$ cat src/ulm_pkg.sv
package ulm_pkg;
  // Register indices; byte address is four times the index
  localparam logic [13:0] IDX_DATA      = 14'h0f40;
  localparam logic [13:0] IDX_STATUS    = 14'h0f41;
  localparam logic [13:0] IDX_LINE_CTL  = 14'h0f42;
  localparam logic [13:0] IDX_MODE_CTL  = 14'h0f43;
  localparam logic [13:0] IDX_ADDR_CMP  = 14'h0f44;
  localparam logic [13:0] IDX_BAUD_HI   = 14'h0f46;
  localparam logic [13:0] IDX_BAUD_LO   = 14'h0f47;

  // serial_line_control fields
  localparam int LC_TX_EN    = 7;
  localparam int LC_RX_EN    = 6;
  localparam int LC_CTS_GATE = 5;
  localparam int LC_PAR_EN   = 4;
  localparam int LC_PAR_ODD  = 3;
  localparam int LC_BREAK    = 2;
  localparam int LC_STOP2    = 1;
  localparam int LC_LOOP     = 0;

  // serial_mode_control fields
  localparam int MC_SCHEME_HI = 7;
  localparam int MC_MP_EN     = 6;
  localparam int MC_SCHEME_LO = 5;
  localparam int MC_MP_TX_BIT = 4;
  localparam int MC_DE_POL    = 3;

  localparam logic [7:0]  LINE_CTL_RST = 8'h00;
  localparam logic [7:0]  MODE_CTL_RST = 8'h00;
  localparam logic [7:0]  ADDR_CMP_RST = 8'h00;
  localparam logic [15:0] BAUD_RST     = 16'h0000;

  // Oversampling: last of 16 ticks per bit and the tick that hits mid start bit
  localparam logic [3:0] SUB_LAST  = 4'hf;
  localparam logic [3:0] SUB_MID   = 4'h7;
  localparam logic [2:0] DATA_LAST = 3'h7;

  localparam logic [1:0] SCHEME_ALL       = 2'h0;
  localparam logic [1:0] SCHEME_DATA      = 2'h1;
  localparam logic [1:0] SCHEME_MATCH_RUN = 2'h2;
  localparam logic [1:0] SCHEME_MATCH_DAT = 2'h3;

  typedef enum logic [4:0] {
    TX_IDLE  = 5'b00001,
    TX_START = 5'b00010,
    TX_DATA  = 5'b00100,
    TX_EXTRA = 5'b01000,
    TX_STOP  = 5'b10000
  } ulm_tx_st_t;

  typedef enum logic [4:0] {
    RX_IDLE  = 5'b00001,
    RX_START = 5'b00010,
    RX_DATA  = 5'b00100,
    RX_EXTRA = 5'b01000,
    RX_STOP  = 5'b10000
  } ulm_rx_st_t;
endpackage

$ cat src/ulm_baud_generator.sv
`timescale 1ns/1ps
module ulm_baud_generator #(
  parameter int WIDTH = 16
) (
  input  wire logic             pclk,
  input  wire logic             presetn,
  input  wire logic [WIDTH-1:0] divisor,
  output logic                  tick
);
  logic [WIDTH-1:0] cnt_reg;
  logic [WIDTH-1:0] cnt_next;
  logic             tick_reg;
  logic             tick_next;
  logic             wrap;

  // Divisor zero behaves like one
  always_comb begin
    wrap      = (divisor == '0) || (cnt_reg >= divisor - 1'b1);
    cnt_next  = wrap ? '0 : cnt_reg + 1'b1;
    tick_next = wrap;
  end

  always_ff @(posedge pclk or negedge presetn) begin
    if (!presetn) begin
      cnt_reg  <= '0;
      tick_reg <= 1'b0;
    end else begin
      cnt_reg  <= cnt_next;
      tick_reg <= tick_next;
    end
  end

  assign tick = tick_reg;
endmodule // ulm_baud_generator

$ cat src/ulm_uart_line_and_mode_control.sv
// Local design decision: the APB slave port.
`timescale 1ns/1ps
module ulm_uart_line_and_mode_control #(
  parameter int BAUD_WIDTH = 16
) (
  input  wire logic        pclk,
  input  wire logic        presetn,
  input  wire logic        psel,
  input  wire logic        penable,
  input  wire logic        pwrite,
  input  wire logic [15:0] paddr,
  input  wire logic [31:0] pwdata,
  output logic      [31:0] prdata,
  output logic             pready,
  output logic             pslverr,
  input  wire logic        rxd,
  input  wire logic        cts_n,
  output logic             txd,
  output logic             driver_enable_out,
  output logic             tx_irq_req,
  output logic             rx_irq_req
);
  // Bus and configuration state
  logic [31:0] prdata_reg, prdata_next;
  logic        pready_reg, pready_next;
  logic        pslverr_reg, pslverr_next;
  logic [7:0]  line_reg, line_next;
  logic [7:0]  mode_reg, mode_next;
  logic [7:0]  acmp_reg, acmp_next;
  logic [15:0] baud_reg, baud_next;
  logic [13:0] idx;
  logic        mapped, wr_acc, rd_data_acc;
  logic        baud_tick;

  assign idx    = paddr[15:2];
  assign mapped = (paddr[1:0] == 2'h0) && (idx == ulm_pkg::IDX_DATA || idx == ulm_pkg::IDX_STATUS ||
                  idx == ulm_pkg::IDX_LINE_CTL || idx == ulm_pkg::IDX_MODE_CTL ||
                  idx == ulm_pkg::IDX_ADDR_CMP || idx == ulm_pkg::IDX_BAUD_HI || idx == ulm_pkg::IDX_BAUD_LO);
  assign wr_acc      = psel && penable && pready_reg && pwrite && mapped;
  assign rd_data_acc = psel && penable && pready_reg && !pwrite && mapped && idx == ulm_pkg::IDX_DATA;

  // Configuration decode
  logic       tx_en, rx_en, cts_gate, par_en, par_odd, brk, stop2, loop_en;
  logic       mp_en, mp_tx_bit, de_pol;
  logic [1:0] scheme;
  assign tx_en     = line_reg[ulm_pkg::LC_TX_EN];
  assign rx_en     = line_reg[ulm_pkg::LC_RX_EN];
  assign cts_gate  = line_reg[ulm_pkg::LC_CTS_GATE];
  assign par_en    = line_reg[ulm_pkg::LC_PAR_EN];
  assign par_odd   = line_reg[ulm_pkg::LC_PAR_ODD];
  assign brk       = line_reg[ulm_pkg::LC_BREAK];
  assign stop2     = line_reg[ulm_pkg::LC_STOP2];
  assign loop_en   = line_reg[ulm_pkg::LC_LOOP];
  assign mp_en     = mode_reg[ulm_pkg::MC_MP_EN];
  assign mp_tx_bit = mode_reg[ulm_pkg::MC_MP_TX_BIT];
  assign de_pol    = mode_reg[ulm_pkg::MC_DE_POL];
  assign scheme    = {mode_reg[ulm_pkg::MC_SCHEME_HI], mode_reg[ulm_pkg::MC_SCHEME_LO]};

  // Transmit and receive state
  ulm_pkg::ulm_tx_st_t tx_st_reg, tx_st_next;
  ulm_pkg::ulm_rx_st_t rx_st_reg, rx_st_next;
  logic [7:0] hold_reg, hold_next, tsh_reg, tsh_next;
  logic       hfull_reg, hfull_next, tb9_reg, tb9_next, tstop_reg, tstop_next;
  logic [3:0] tsub_reg, tsub_next, rsub_reg, rsub_next;
  logic [2:0] tcnt_reg, tcnt_next, rcnt_reg, rcnt_next;
  logic       txd_reg, txd_next, de_reg, de_next, txirq_reg, txirq_next;
  logic [7:0] rsh_reg, rsh_next, rdat_reg, rdat_next;
  logic       rb9_reg, rb9_next, rdb9_reg, rdb9_next, rda_reg, rda_next;
  logic       ovr_reg, ovr_next, perr_reg, perr_next, ferr_reg, ferr_next;
  logic       match_reg, match_next, rxirq_reg, rxirq_next;
  logic       tx_gate, tx_load, tx_bit_end, rx_in, rx_sample, rx_done, is_addr, match_now, qualify;

  // Status word for reads
  logic [7:0] status;
  assign status = {rdb9_reg, 1'b0, ferr_reg, perr_reg, ovr_reg, tx_st_reg != ulm_pkg::TX_IDLE, !hfull_reg, rda_reg};

  // Bus slave: read data latched in setup, answered with pready in access
  always_comb begin
    prdata_next  = prdata_reg;
    pready_next  = 1'b0;
    pslverr_next = 1'b0;
    line_next    = line_reg;
    mode_next    = mode_reg;
    acmp_next    = acmp_reg;
    baud_next    = baud_reg;
    if (psel && !penable) begin
      pready_next  = 1'b1;
      pslverr_next = !mapped;
      prdata_next  = 32'h0000_0000;
      if (!pwrite && mapped) begin
        case (idx)
          ulm_pkg::IDX_DATA:     prdata_next[7:0] = rdat_reg;
          ulm_pkg::IDX_STATUS:   prdata_next[7:0] = status;
          ulm_pkg::IDX_LINE_CTL: prdata_next[7:0] = line_reg;
          ulm_pkg::IDX_MODE_CTL: prdata_next[7:0] = mode_reg;
          ulm_pkg::IDX_ADDR_CMP: prdata_next[7:0] = acmp_reg;
          ulm_pkg::IDX_BAUD_HI:  prdata_next[7:0] = baud_reg[15:8];
          ulm_pkg::IDX_BAUD_LO:  prdata_next[7:0] = baud_reg[7:0];
          default:               prdata_next = 32'h0000_0000;
        endcase
      end
    end
    if (wr_acc) begin
      case (idx)
        ulm_pkg::IDX_LINE_CTL: line_next = pwdata[7:0];
        ulm_pkg::IDX_MODE_CTL: mode_next = pwdata[7:0];
        ulm_pkg::IDX_ADDR_CMP: acmp_next = pwdata[7:0];
        ulm_pkg::IDX_BAUD_HI:  baud_next[15:8] = pwdata[7:0];
        ulm_pkg::IDX_BAUD_LO:  baud_next[7:0] = pwdata[7:0];
        default:               baud_next = baud_reg;
      endcase
    end
  end

  ulm_baud_generator #(.WIDTH(BAUD_WIDTH)) u_baud_generator (
    .pclk    (pclk),
    .presetn (presetn),
    .divisor (baud_reg[BAUD_WIDTH-1:0]),
    .tick    (baud_tick)
  );

  assign tx_gate    = tx_en && (!cts_gate || !cts_n);
  assign tx_load    = (tx_st_reg == ulm_pkg::TX_IDLE) && tx_gate && hfull_reg && !brk;
  assign tx_bit_end = baud_tick && (tsub_reg == ulm_pkg::SUB_LAST);

  // Transmitter
  always_comb begin
    tx_st_next = tx_st_reg;
    hold_next  = hold_reg;
    hfull_next = hfull_reg;
    tsh_next   = tsh_reg;
    tb9_next   = tb9_reg;
    tstop_next = tstop_reg;
    tcnt_next  = tcnt_reg;
    tsub_next  = baud_tick ? tsub_reg + 4'h1 : tsub_reg;
    txd_next   = 1'b1;
    if (tx_load) begin
      hfull_next = 1'b0;
      tsh_next   = hold_reg;
      tb9_next   = mp_en ? mp_tx_bit : (^hold_reg) ^ par_odd;
      tstop_next = stop2;
      tcnt_next  = 3'h0;
      tsub_next  = 4'h0;
      tx_st_next = ulm_pkg::TX_START;
    end
    if (wr_acc && idx == ulm_pkg::IDX_DATA) begin
      hold_next  = pwdata[7:0];
      hfull_next = 1'b1;
    end
    case (tx_st_reg)
      ulm_pkg::TX_IDLE:  txd_next = 1'b1;
      ulm_pkg::TX_START: begin
        txd_next = 1'b0;
        if (tx_bit_end) tx_st_next = ulm_pkg::TX_DATA;
      end
      ulm_pkg::TX_DATA: begin
        txd_next = tsh_reg[0];
        if (tx_bit_end) begin
          tsh_next  = {1'b0, tsh_reg[7:1]};
          tcnt_next = tcnt_reg + 3'h1;
          if (tcnt_reg == ulm_pkg::DATA_LAST) tx_st_next = (mp_en || par_en) ? ulm_pkg::TX_EXTRA : ulm_pkg::TX_STOP;
        end
      end
      ulm_pkg::TX_EXTRA: begin
        txd_next = tb9_reg;
        if (tx_bit_end) tx_st_next = ulm_pkg::TX_STOP;
      end
      ulm_pkg::TX_STOP: begin
        txd_next = 1'b1;
        if (tx_bit_end) begin
          tstop_next = 1'b0;
          if (!tstop_reg) tx_st_next = ulm_pkg::TX_IDLE;
        end
      end
      default: tx_st_next = ulm_pkg::TX_IDLE;
    endcase
    // break aborts frame and holds line low
    if (brk) begin
      tx_st_next = ulm_pkg::TX_IDLE;
      txd_next   = 1'b0;
    end
    de_next    = (tx_st_next != ulm_pkg::TX_IDLE) ^ de_pol;
    // transmit request while transmitter enabled and holding register empty
    txirq_next = tx_en && !hfull_next;
  end

  assign rx_in     = loop_en ? txd_reg : rxd;
  assign rx_sample = baud_tick && (rsub_reg == ulm_pkg::SUB_LAST);
  assign rx_done   = (rx_st_reg == ulm_pkg::RX_STOP) && rx_sample;
  assign is_addr   = mp_en && rb9_reg;
  assign match_now = (rsh_reg == acmp_reg);

  // Interrupt qualification per multiprocessor scheme
  always_comb begin
    qualify = 1'b1;
    if (mp_en) begin
      case (scheme)
        ulm_pkg::SCHEME_ALL:       qualify = 1'b1;
        ulm_pkg::SCHEME_DATA:      qualify = !is_addr;
        ulm_pkg::SCHEME_MATCH_RUN: qualify = is_addr ? match_now : match_reg;
        ulm_pkg::SCHEME_MATCH_DAT: qualify = !is_addr && match_reg;
        default:                   qualify = 1'b1;
      endcase
    end
  end

  // Receiver; set of each flag wins over a read clear
  always_comb begin
    rx_st_next = rx_st_reg;
    rsh_next   = rsh_reg;
    rb9_next   = rb9_reg;
    rcnt_next  = rcnt_reg;
    rsub_next  = baud_tick ? rsub_reg + 4'h1 : rsub_reg;
    rdat_next  = rdat_reg;
    rdb9_next  = rdb9_reg;
    match_next = match_reg;
    rda_next   = rd_data_acc ? 1'b0 : rda_reg;
    ovr_next   = rd_data_acc ? 1'b0 : ovr_reg;
    perr_next  = rd_data_acc ? 1'b0 : perr_reg;
    ferr_next  = rd_data_acc ? 1'b0 : ferr_reg;
    rxirq_next = rd_data_acc ? 1'b0 : rxirq_reg;
    case (rx_st_reg)
      ulm_pkg::RX_IDLE: if (!rx_in) begin
        rx_st_next = ulm_pkg::RX_START;
        rsub_next  = 4'h0;
      end
      ulm_pkg::RX_START: if (baud_tick && rsub_reg == ulm_pkg::SUB_MID) begin
        rx_st_next = rx_in ? ulm_pkg::RX_IDLE : ulm_pkg::RX_DATA;
        rsub_next  = 4'h0;
        rcnt_next  = 3'h0;
      end
      ulm_pkg::RX_DATA: if (rx_sample) begin
        rsh_next  = {rx_in, rsh_reg[7:1]};
        rcnt_next = rcnt_reg + 3'h1;
        rb9_next  = 1'b0;
        if (rcnt_reg == ulm_pkg::DATA_LAST) rx_st_next = (mp_en || par_en) ? ulm_pkg::RX_EXTRA : ulm_pkg::RX_STOP;
      end
      ulm_pkg::RX_EXTRA: if (rx_sample) begin
        rb9_next   = rx_in;
        rx_st_next = ulm_pkg::RX_STOP;
      end
      ulm_pkg::RX_STOP: if (rx_sample) begin
        rx_st_next = ulm_pkg::RX_IDLE;
        rdat_next  = rsh_reg;
        rdb9_next  = rb9_reg;
        rda_next   = 1'b1;
        ovr_next   = ovr_next || (rda_reg && !rd_data_acc);
        if (par_en && !mp_en) perr_next = perr_next || (rb9_reg != ((^rsh_reg) ^ par_odd));
        ferr_next  = ferr_next || !rx_in;
        if (is_addr) match_next = match_now;
        if (qualify) rxirq_next = 1'b1;
      end
      default: rx_st_next = ulm_pkg::RX_IDLE;
    endcase
    if (!rx_en) rx_st_next = ulm_pkg::RX_IDLE;
  end

  always_ff @(posedge pclk or negedge presetn) begin
    if (!presetn) begin
      prdata_reg <= 32'h0000_0000;
      pready_reg <= 1'b0;
      pslverr_reg <= 1'b0;
      line_reg   <= ulm_pkg::LINE_CTL_RST;
      mode_reg   <= ulm_pkg::MODE_CTL_RST;
      acmp_reg   <= ulm_pkg::ADDR_CMP_RST;
      baud_reg   <= ulm_pkg::BAUD_RST;
    end else begin
      prdata_reg <= prdata_next;
      pready_reg <= pready_next;
      pslverr_reg <= pslverr_next;
      line_reg   <= line_next;
      mode_reg   <= mode_next;
      acmp_reg   <= acmp_next;
      baud_reg   <= baud_next;
    end
  end

  always_ff @(posedge pclk or negedge presetn) begin
    if (!presetn) begin
      tx_st_reg <= ulm_pkg::TX_IDLE;
      hold_reg  <= 8'h00;
      hfull_reg <= 1'b0;
      tsh_reg   <= 8'h00;
      tb9_reg   <= 1'b0;
      tstop_reg <= 1'b0;
      tcnt_reg  <= 3'h0;
      tsub_reg  <= 4'h0;
      txd_reg   <= 1'b1;
      de_reg    <= 1'b0;
      txirq_reg <= 1'b0;
      rx_st_reg <= ulm_pkg::RX_IDLE;
      rsh_reg   <= 8'h00;
      rb9_reg   <= 1'b0;
      rcnt_reg  <= 3'h0;
      rsub_reg  <= 4'h0;
      rdat_reg  <= 8'h00;
      rdb9_reg  <= 1'b0;
      match_reg <= 1'b0;
      rda_reg   <= 1'b0;
      ovr_reg   <= 1'b0;
      perr_reg  <= 1'b0;
      ferr_reg  <= 1'b0;
      rxirq_reg <= 1'b0;
    end else begin
      tx_st_reg <= tx_st_next;
      hold_reg  <= hold_next;
      hfull_reg <= hfull_next;
      tsh_reg   <= tsh_next;
      tb9_reg   <= tb9_next;
      tstop_reg <= tstop_next;
      tcnt_reg  <= tcnt_next;
      tsub_reg  <= tsub_next;
      txd_reg   <= txd_next;
      de_reg    <= de_next;
      txirq_reg <= txirq_next;
      rx_st_reg <= rx_st_next;
      rsh_reg   <= rsh_next;
      rb9_reg   <= rb9_next;
      rcnt_reg  <= rcnt_next;
      rsub_reg  <= rsub_next;
      rdat_reg  <= rdat_next;
      rdb9_reg  <= rdb9_next;
      match_reg <= match_next;
      rda_reg   <= rda_next;
      ovr_reg   <= ovr_next;
      perr_reg  <= perr_next;
      ferr_reg  <= ferr_next;
      rxirq_reg <= rxirq_next;
    end
  end

  assign prdata            = prdata_reg;
  assign pready            = pready_reg;
  assign pslverr           = pslverr_reg;
  assign txd               = txd_reg;
  assign driver_enable_out = de_reg;
  assign tx_irq_req        = txirq_reg;
  assign rx_irq_req        = rxirq_reg;
endmodule // ulm_uart_line_and_mode_control

$ cat config.mk
export PLATFORM = sky130hd
export DESIGN_NAME = ulm_uart_line_and_mode_control
export DESIGN_NICKNAME = d
export VERILOG_FILES = /design/src/ulm_pkg.sv /design/src/ulm_baud_generator.sv /design/src/ulm_uart_line_and_mode_control.sv
export SDC_FILE = /design/constraint.sdc
export NUM_CORES = 1
export LEC_CHECK = 0
export ABC_AREA = 1
export ABC_CLOCK_PERIOD_IN_PS = 2500
export BUFFER_PORTS_ARGS = -buffer_cell sky130_fd_sc_hd__buf_2
export CAP_MARGIN = 20
export CORE_MARGIN = 4
export CORE_UTILIZATION = 35
export CTS_BUF_LIST = sky130_fd_sc_hd__clkbuf_8
export CTS_CLUSTER_SIZE = 14
export DETAILED_ROUTE_END_ITERATION = 7
export PLACE_DENSITY_LB_ADDON = 0.15
export SYNTH_ARGS = -nofsm -noshare
export SYNTH_HDL_FRONTEND = slang
export SYNTH_HIERARCHICAL = 1
export SYNTH_SLANG_ARGS = --single-unit
$ cat constraint.sdc
create_clock -name pclk -period 2.5 [get_ports pclk]
set_clock_uncertainty 0.15 [all_clocks]
set_input_delay 0.25 -clock pclk [delete_from_list [all_inputs] [get_ports pclk]]
set_output_delay 0.25 -clock pclk [all_outputs]
set_load 0.02 [all_outputs]
==> metrics.md <==
| Metric | Value |
|---|---|
| IO Port Bufs | `44` |
| Worst hold margin | `0.134 ns` |
| Number of fillers in the final layout | `2429` |
| RSZ-0062 raised after global routing | `true` |
| CP Class | `reg2reg` |
| Initial DRC Count | `428` |
| Dpl cell area | `9060 um^2` |
| Top delay family on crit path | `simple AND/OR/NAND/NOR gates` |
| Clock Latency Late Sink | `0.46 ns` |
| CP startpoint | `baud_reg[6]` |
| Root buf cell | `clkbuf_8` |
| Violated checks | `setup timing` |
| Fmax | `395 MHz` |
| Area grow syn2layout | `19.2%` |
| GRT overflow | `0` |
| Final setup violating endpoints | `13` |
| Sequential share of power | `49.2%` |
| Setup slack, reg-to-reg | `-0.03 ns` |
| Worst path max stage delay | `0.43 ns` |
| R2r worst-path depth | `15` |
| Total track usage | `17.5%` |
| Pre-antenna DRT Iters | `7` |
| Reg clk slew, reported paths | `0.08 ns` |
| Pins Over Slew Limit | `0` |
| Sw frac | `26.8%` |
| Crit. End Element | `register` |
| Fin util | `42.4%` |
| Number of cell rows | `56` |
| Num ports | `93` |
| Vias | `7271` |
| Setup WS post-layout | `-0.0305 ns` |
| Leakage | `5.22 nW` |
| Share of layout cells above drive strength 1 | `19.3%` |
| Overall Power | `4.64 mW` |
| Number of antenna diodes | `0` |
| TritonCTS clock tree | `done` |
| Setup TNS | `-0.215 ns` |
| TritonCTS Buffers | `17` |
| Pwr Density | `468 nW/um^2` |
| Wire per inst | `14.6 um` |
| Starting Density | `35.6%` |
| WL final | `22400 um` |
| Status | `complete, but fails checks` |
| P_int | `3.40 mW` |
| Number of remaining DRC errors | `0` |
| Comb power frac | `9.8%` |
| Cell Chain, Critical Path | `nor2_1 -> nand2_1 -> nor2_1 -> nand2_2 -> nor2_2 -> nand3_1 -> nand2_1 -> inv_1 -> ha_4 -> nand4_1 -> a21oi_4 -> nor2_4 -> buf_12 -> nand2_8 -> nor2_2` |
| Mapped Area | `8320 um^2` |
| CP startpoint kind | `register` |
| Most common cell after layout, fill and taps aside | `nand2_1` |
| Post-synth cell types | `46` |
| Cells after synthesis | `1088` |
| Chip height | `162 um` |
| Drt via density | `4.75` |
| Max VDD drop | `0.233 mV` |
| Sink Count | `137` |
| Most frequent cells in the layout | `nand2_1, dfrtp_1, inv_1` |
| First-pass GRT wire length | `36600 um` |
| Period utilisation layout | `101%` |
| Placed Cells | `1472` |
| Initial antenna violation count | `0` |
| DRT antenna net count | `0` |
| Gp weighted congestion | `0.822` |
| Largest net degree at the start of global routing | `54` |
| Worst slew pin tran | `0.538 ns` |
| Clock tree buffer depth | `2` |
| Stages on the worst setup path | `15` |
| CP Data Required Time | `2.69 ns` |
| Crit path max-delay cell type | `dfrtp_1` |
| Dpl ws | `-0.0839 ns` |
| Htree depth | `4` |
| CP arrival | `2.72 ns` |
| Worst Hold Class | `in2reg` |
| Crit path time final | `2.53 ns` |
| Synth Warn # | `6` |
| WHS Path Cells | `4` |
| Critical path buffers and inverters | `2` |
| Fin area | `9920 um^2` |
| CP max FO | `8` |
| Core ar. | `23400 um^2` |
| Hold path startpoint | `pwrite` |
| Max_cap viols | `0` |
| Max_slew headroom | `64.1%` |
| Layout Nets | `1278` |
| Die ar. | `26300 um^2` |
| Post-detail-place hpwl | `16200 um` |
| Vias in the first global route | `6987` |
| Synthesized area per cell | `7.65 um^2` |
| Clock share of power | `41.1%` |
| Final Non-Filler Cells | `1530` |
| NetSw | `1.24 mW` |
| Synth Register Bits | `137` |
| Sequential area share after synthesis | `41.2%` |
| Final hold vios | `0` |
| FF-to-FF Start | `baud_reg[6]` |
| Die width | `162 um` |
## cell usage after synthesis, drive strengths merged
library cell	instances	area, um^2
o31ai	3	22.5
a22oi	1	7.51
a22o	1	8.76
nand2	305	1190
nor3b	1	7.51
buf	41	308
clkinv	6	22.5
clkbuf	7	26.3
o2111ai	1	15.0
o21ai	69	345
and3	1	6.26
a31oi	3	18.8
a21o	3	22.5
nor3	9	66.3
nand3	81	420
ha	25	313
conb	1	3.75
or2	2	12.5
o32ai	1	8.76
o21bai	1	7.51
xor2	19	166
xnor2	23	201
nand4	54	357
a21oi	25	136
dfstp	3	78.8
inv	113	424
a211oi	2	15.0
o22ai	5	31.3
nor2	145	707
dfrtp	134	3350
nand3b	3	22.5
## timing repair
| item | 4_1_cts | 5_1_grt |
|---|---|---|
| pin swaps | 13 | 23 |
| endpoints found under the hold margin | 75 | 0 |
| endpoints found under the setup margin | 17 | 17 |
| hold buffers | 13 | 0 |
| buffers inserted | 8 | 4 |
| gates cloned | 2 | 0 |
| gates resized for setup | 24 | 27 |
## power groups by stage
stage / Clock (mW) / Combinational, mW / Sequential [mW]
2_1_floorplan: 0 / 0.291 / 2.34
3_3_place_gp: 0 / 0.443 / 2.33
3_5_place_dp: 0 / 0.446 / 2.33
4_1_cts: 1.97 / 0.461 / 2.28
5_1_grt: 2.06 / 0.513 / 2.29
6_report: 1.91 / 0.453 / 2.28
## worst reg2reg max path, cell delays in order, from the launching register on
cell and delay (ns):
dfrtp_1 0.43, nor2_1 0.10, nand2_1 0.08, nor2_1 0.16, nand2_2 0.10, nor2_2 0.13
nand3_1 0.08, nand2_1 0.07, inv_1 0.06, ha_4 0.27, nand4_1 0.20, a21oi_4 0.22
nor2_4 0.07, buf_12 0.13, nand2_8 0.12, nor2_2 0.04
## cells by family (layout without fill, tap and decap cells)
| group | after synthesis | in the layout | share of synthesized area, % |
|---|---|---|---|
| buf+inv | 167 | 265 | 9.38 |
| other cells | 1 | 24 | 0.0451 |
| fa+ha+maj | 25 | 25 | 3.76 |
| flops | 137 | 137 | 41.2 |
| simple gates | 601 | 603 | 33.5 |
| compound gates | 115 | 115 | 7.68 |
| xor+xnor | 42 | 42 | 4.42 |
## worst paths after layout
| kind | to |
|---|---|
| worst max-delay path | u_baud_generator/cnt_reg[11] |
| worst min-delay path | prdata[4] |
| worst max register to register | u_baud_generator/cnt_reg[11] |
| worst min register to register | prdata[0] |
| max in group asynchronous | tx_st_reg[0] |
| min in group asynchronous | hold_reg[0] |
## routing by layer
metal  part of all wire, %  GRT usage (%)  routed length [um]
met3                   3.3           2.77                 734
met5                     0              0                   0
met1                    47           24.2               10600
met2                    47           28.1               10600
met4                   1.9           5.69                 420
## area by class of cell
type / count / area, um^2 / area share (%)
clock buffer: 18 / 248 / 2.50
clock inverter: 14 / 160 / 1.61
inverter: 119 / 447 / 4.50
multi-input combinational: 809 / 4420 / 44.5
sequential: 137 / 3430 / 34.6
tap: 319 / 399 / 4.02
timing repair buffer: 114 / 817 / 8.24
Power figures use the tool's default switching activity.
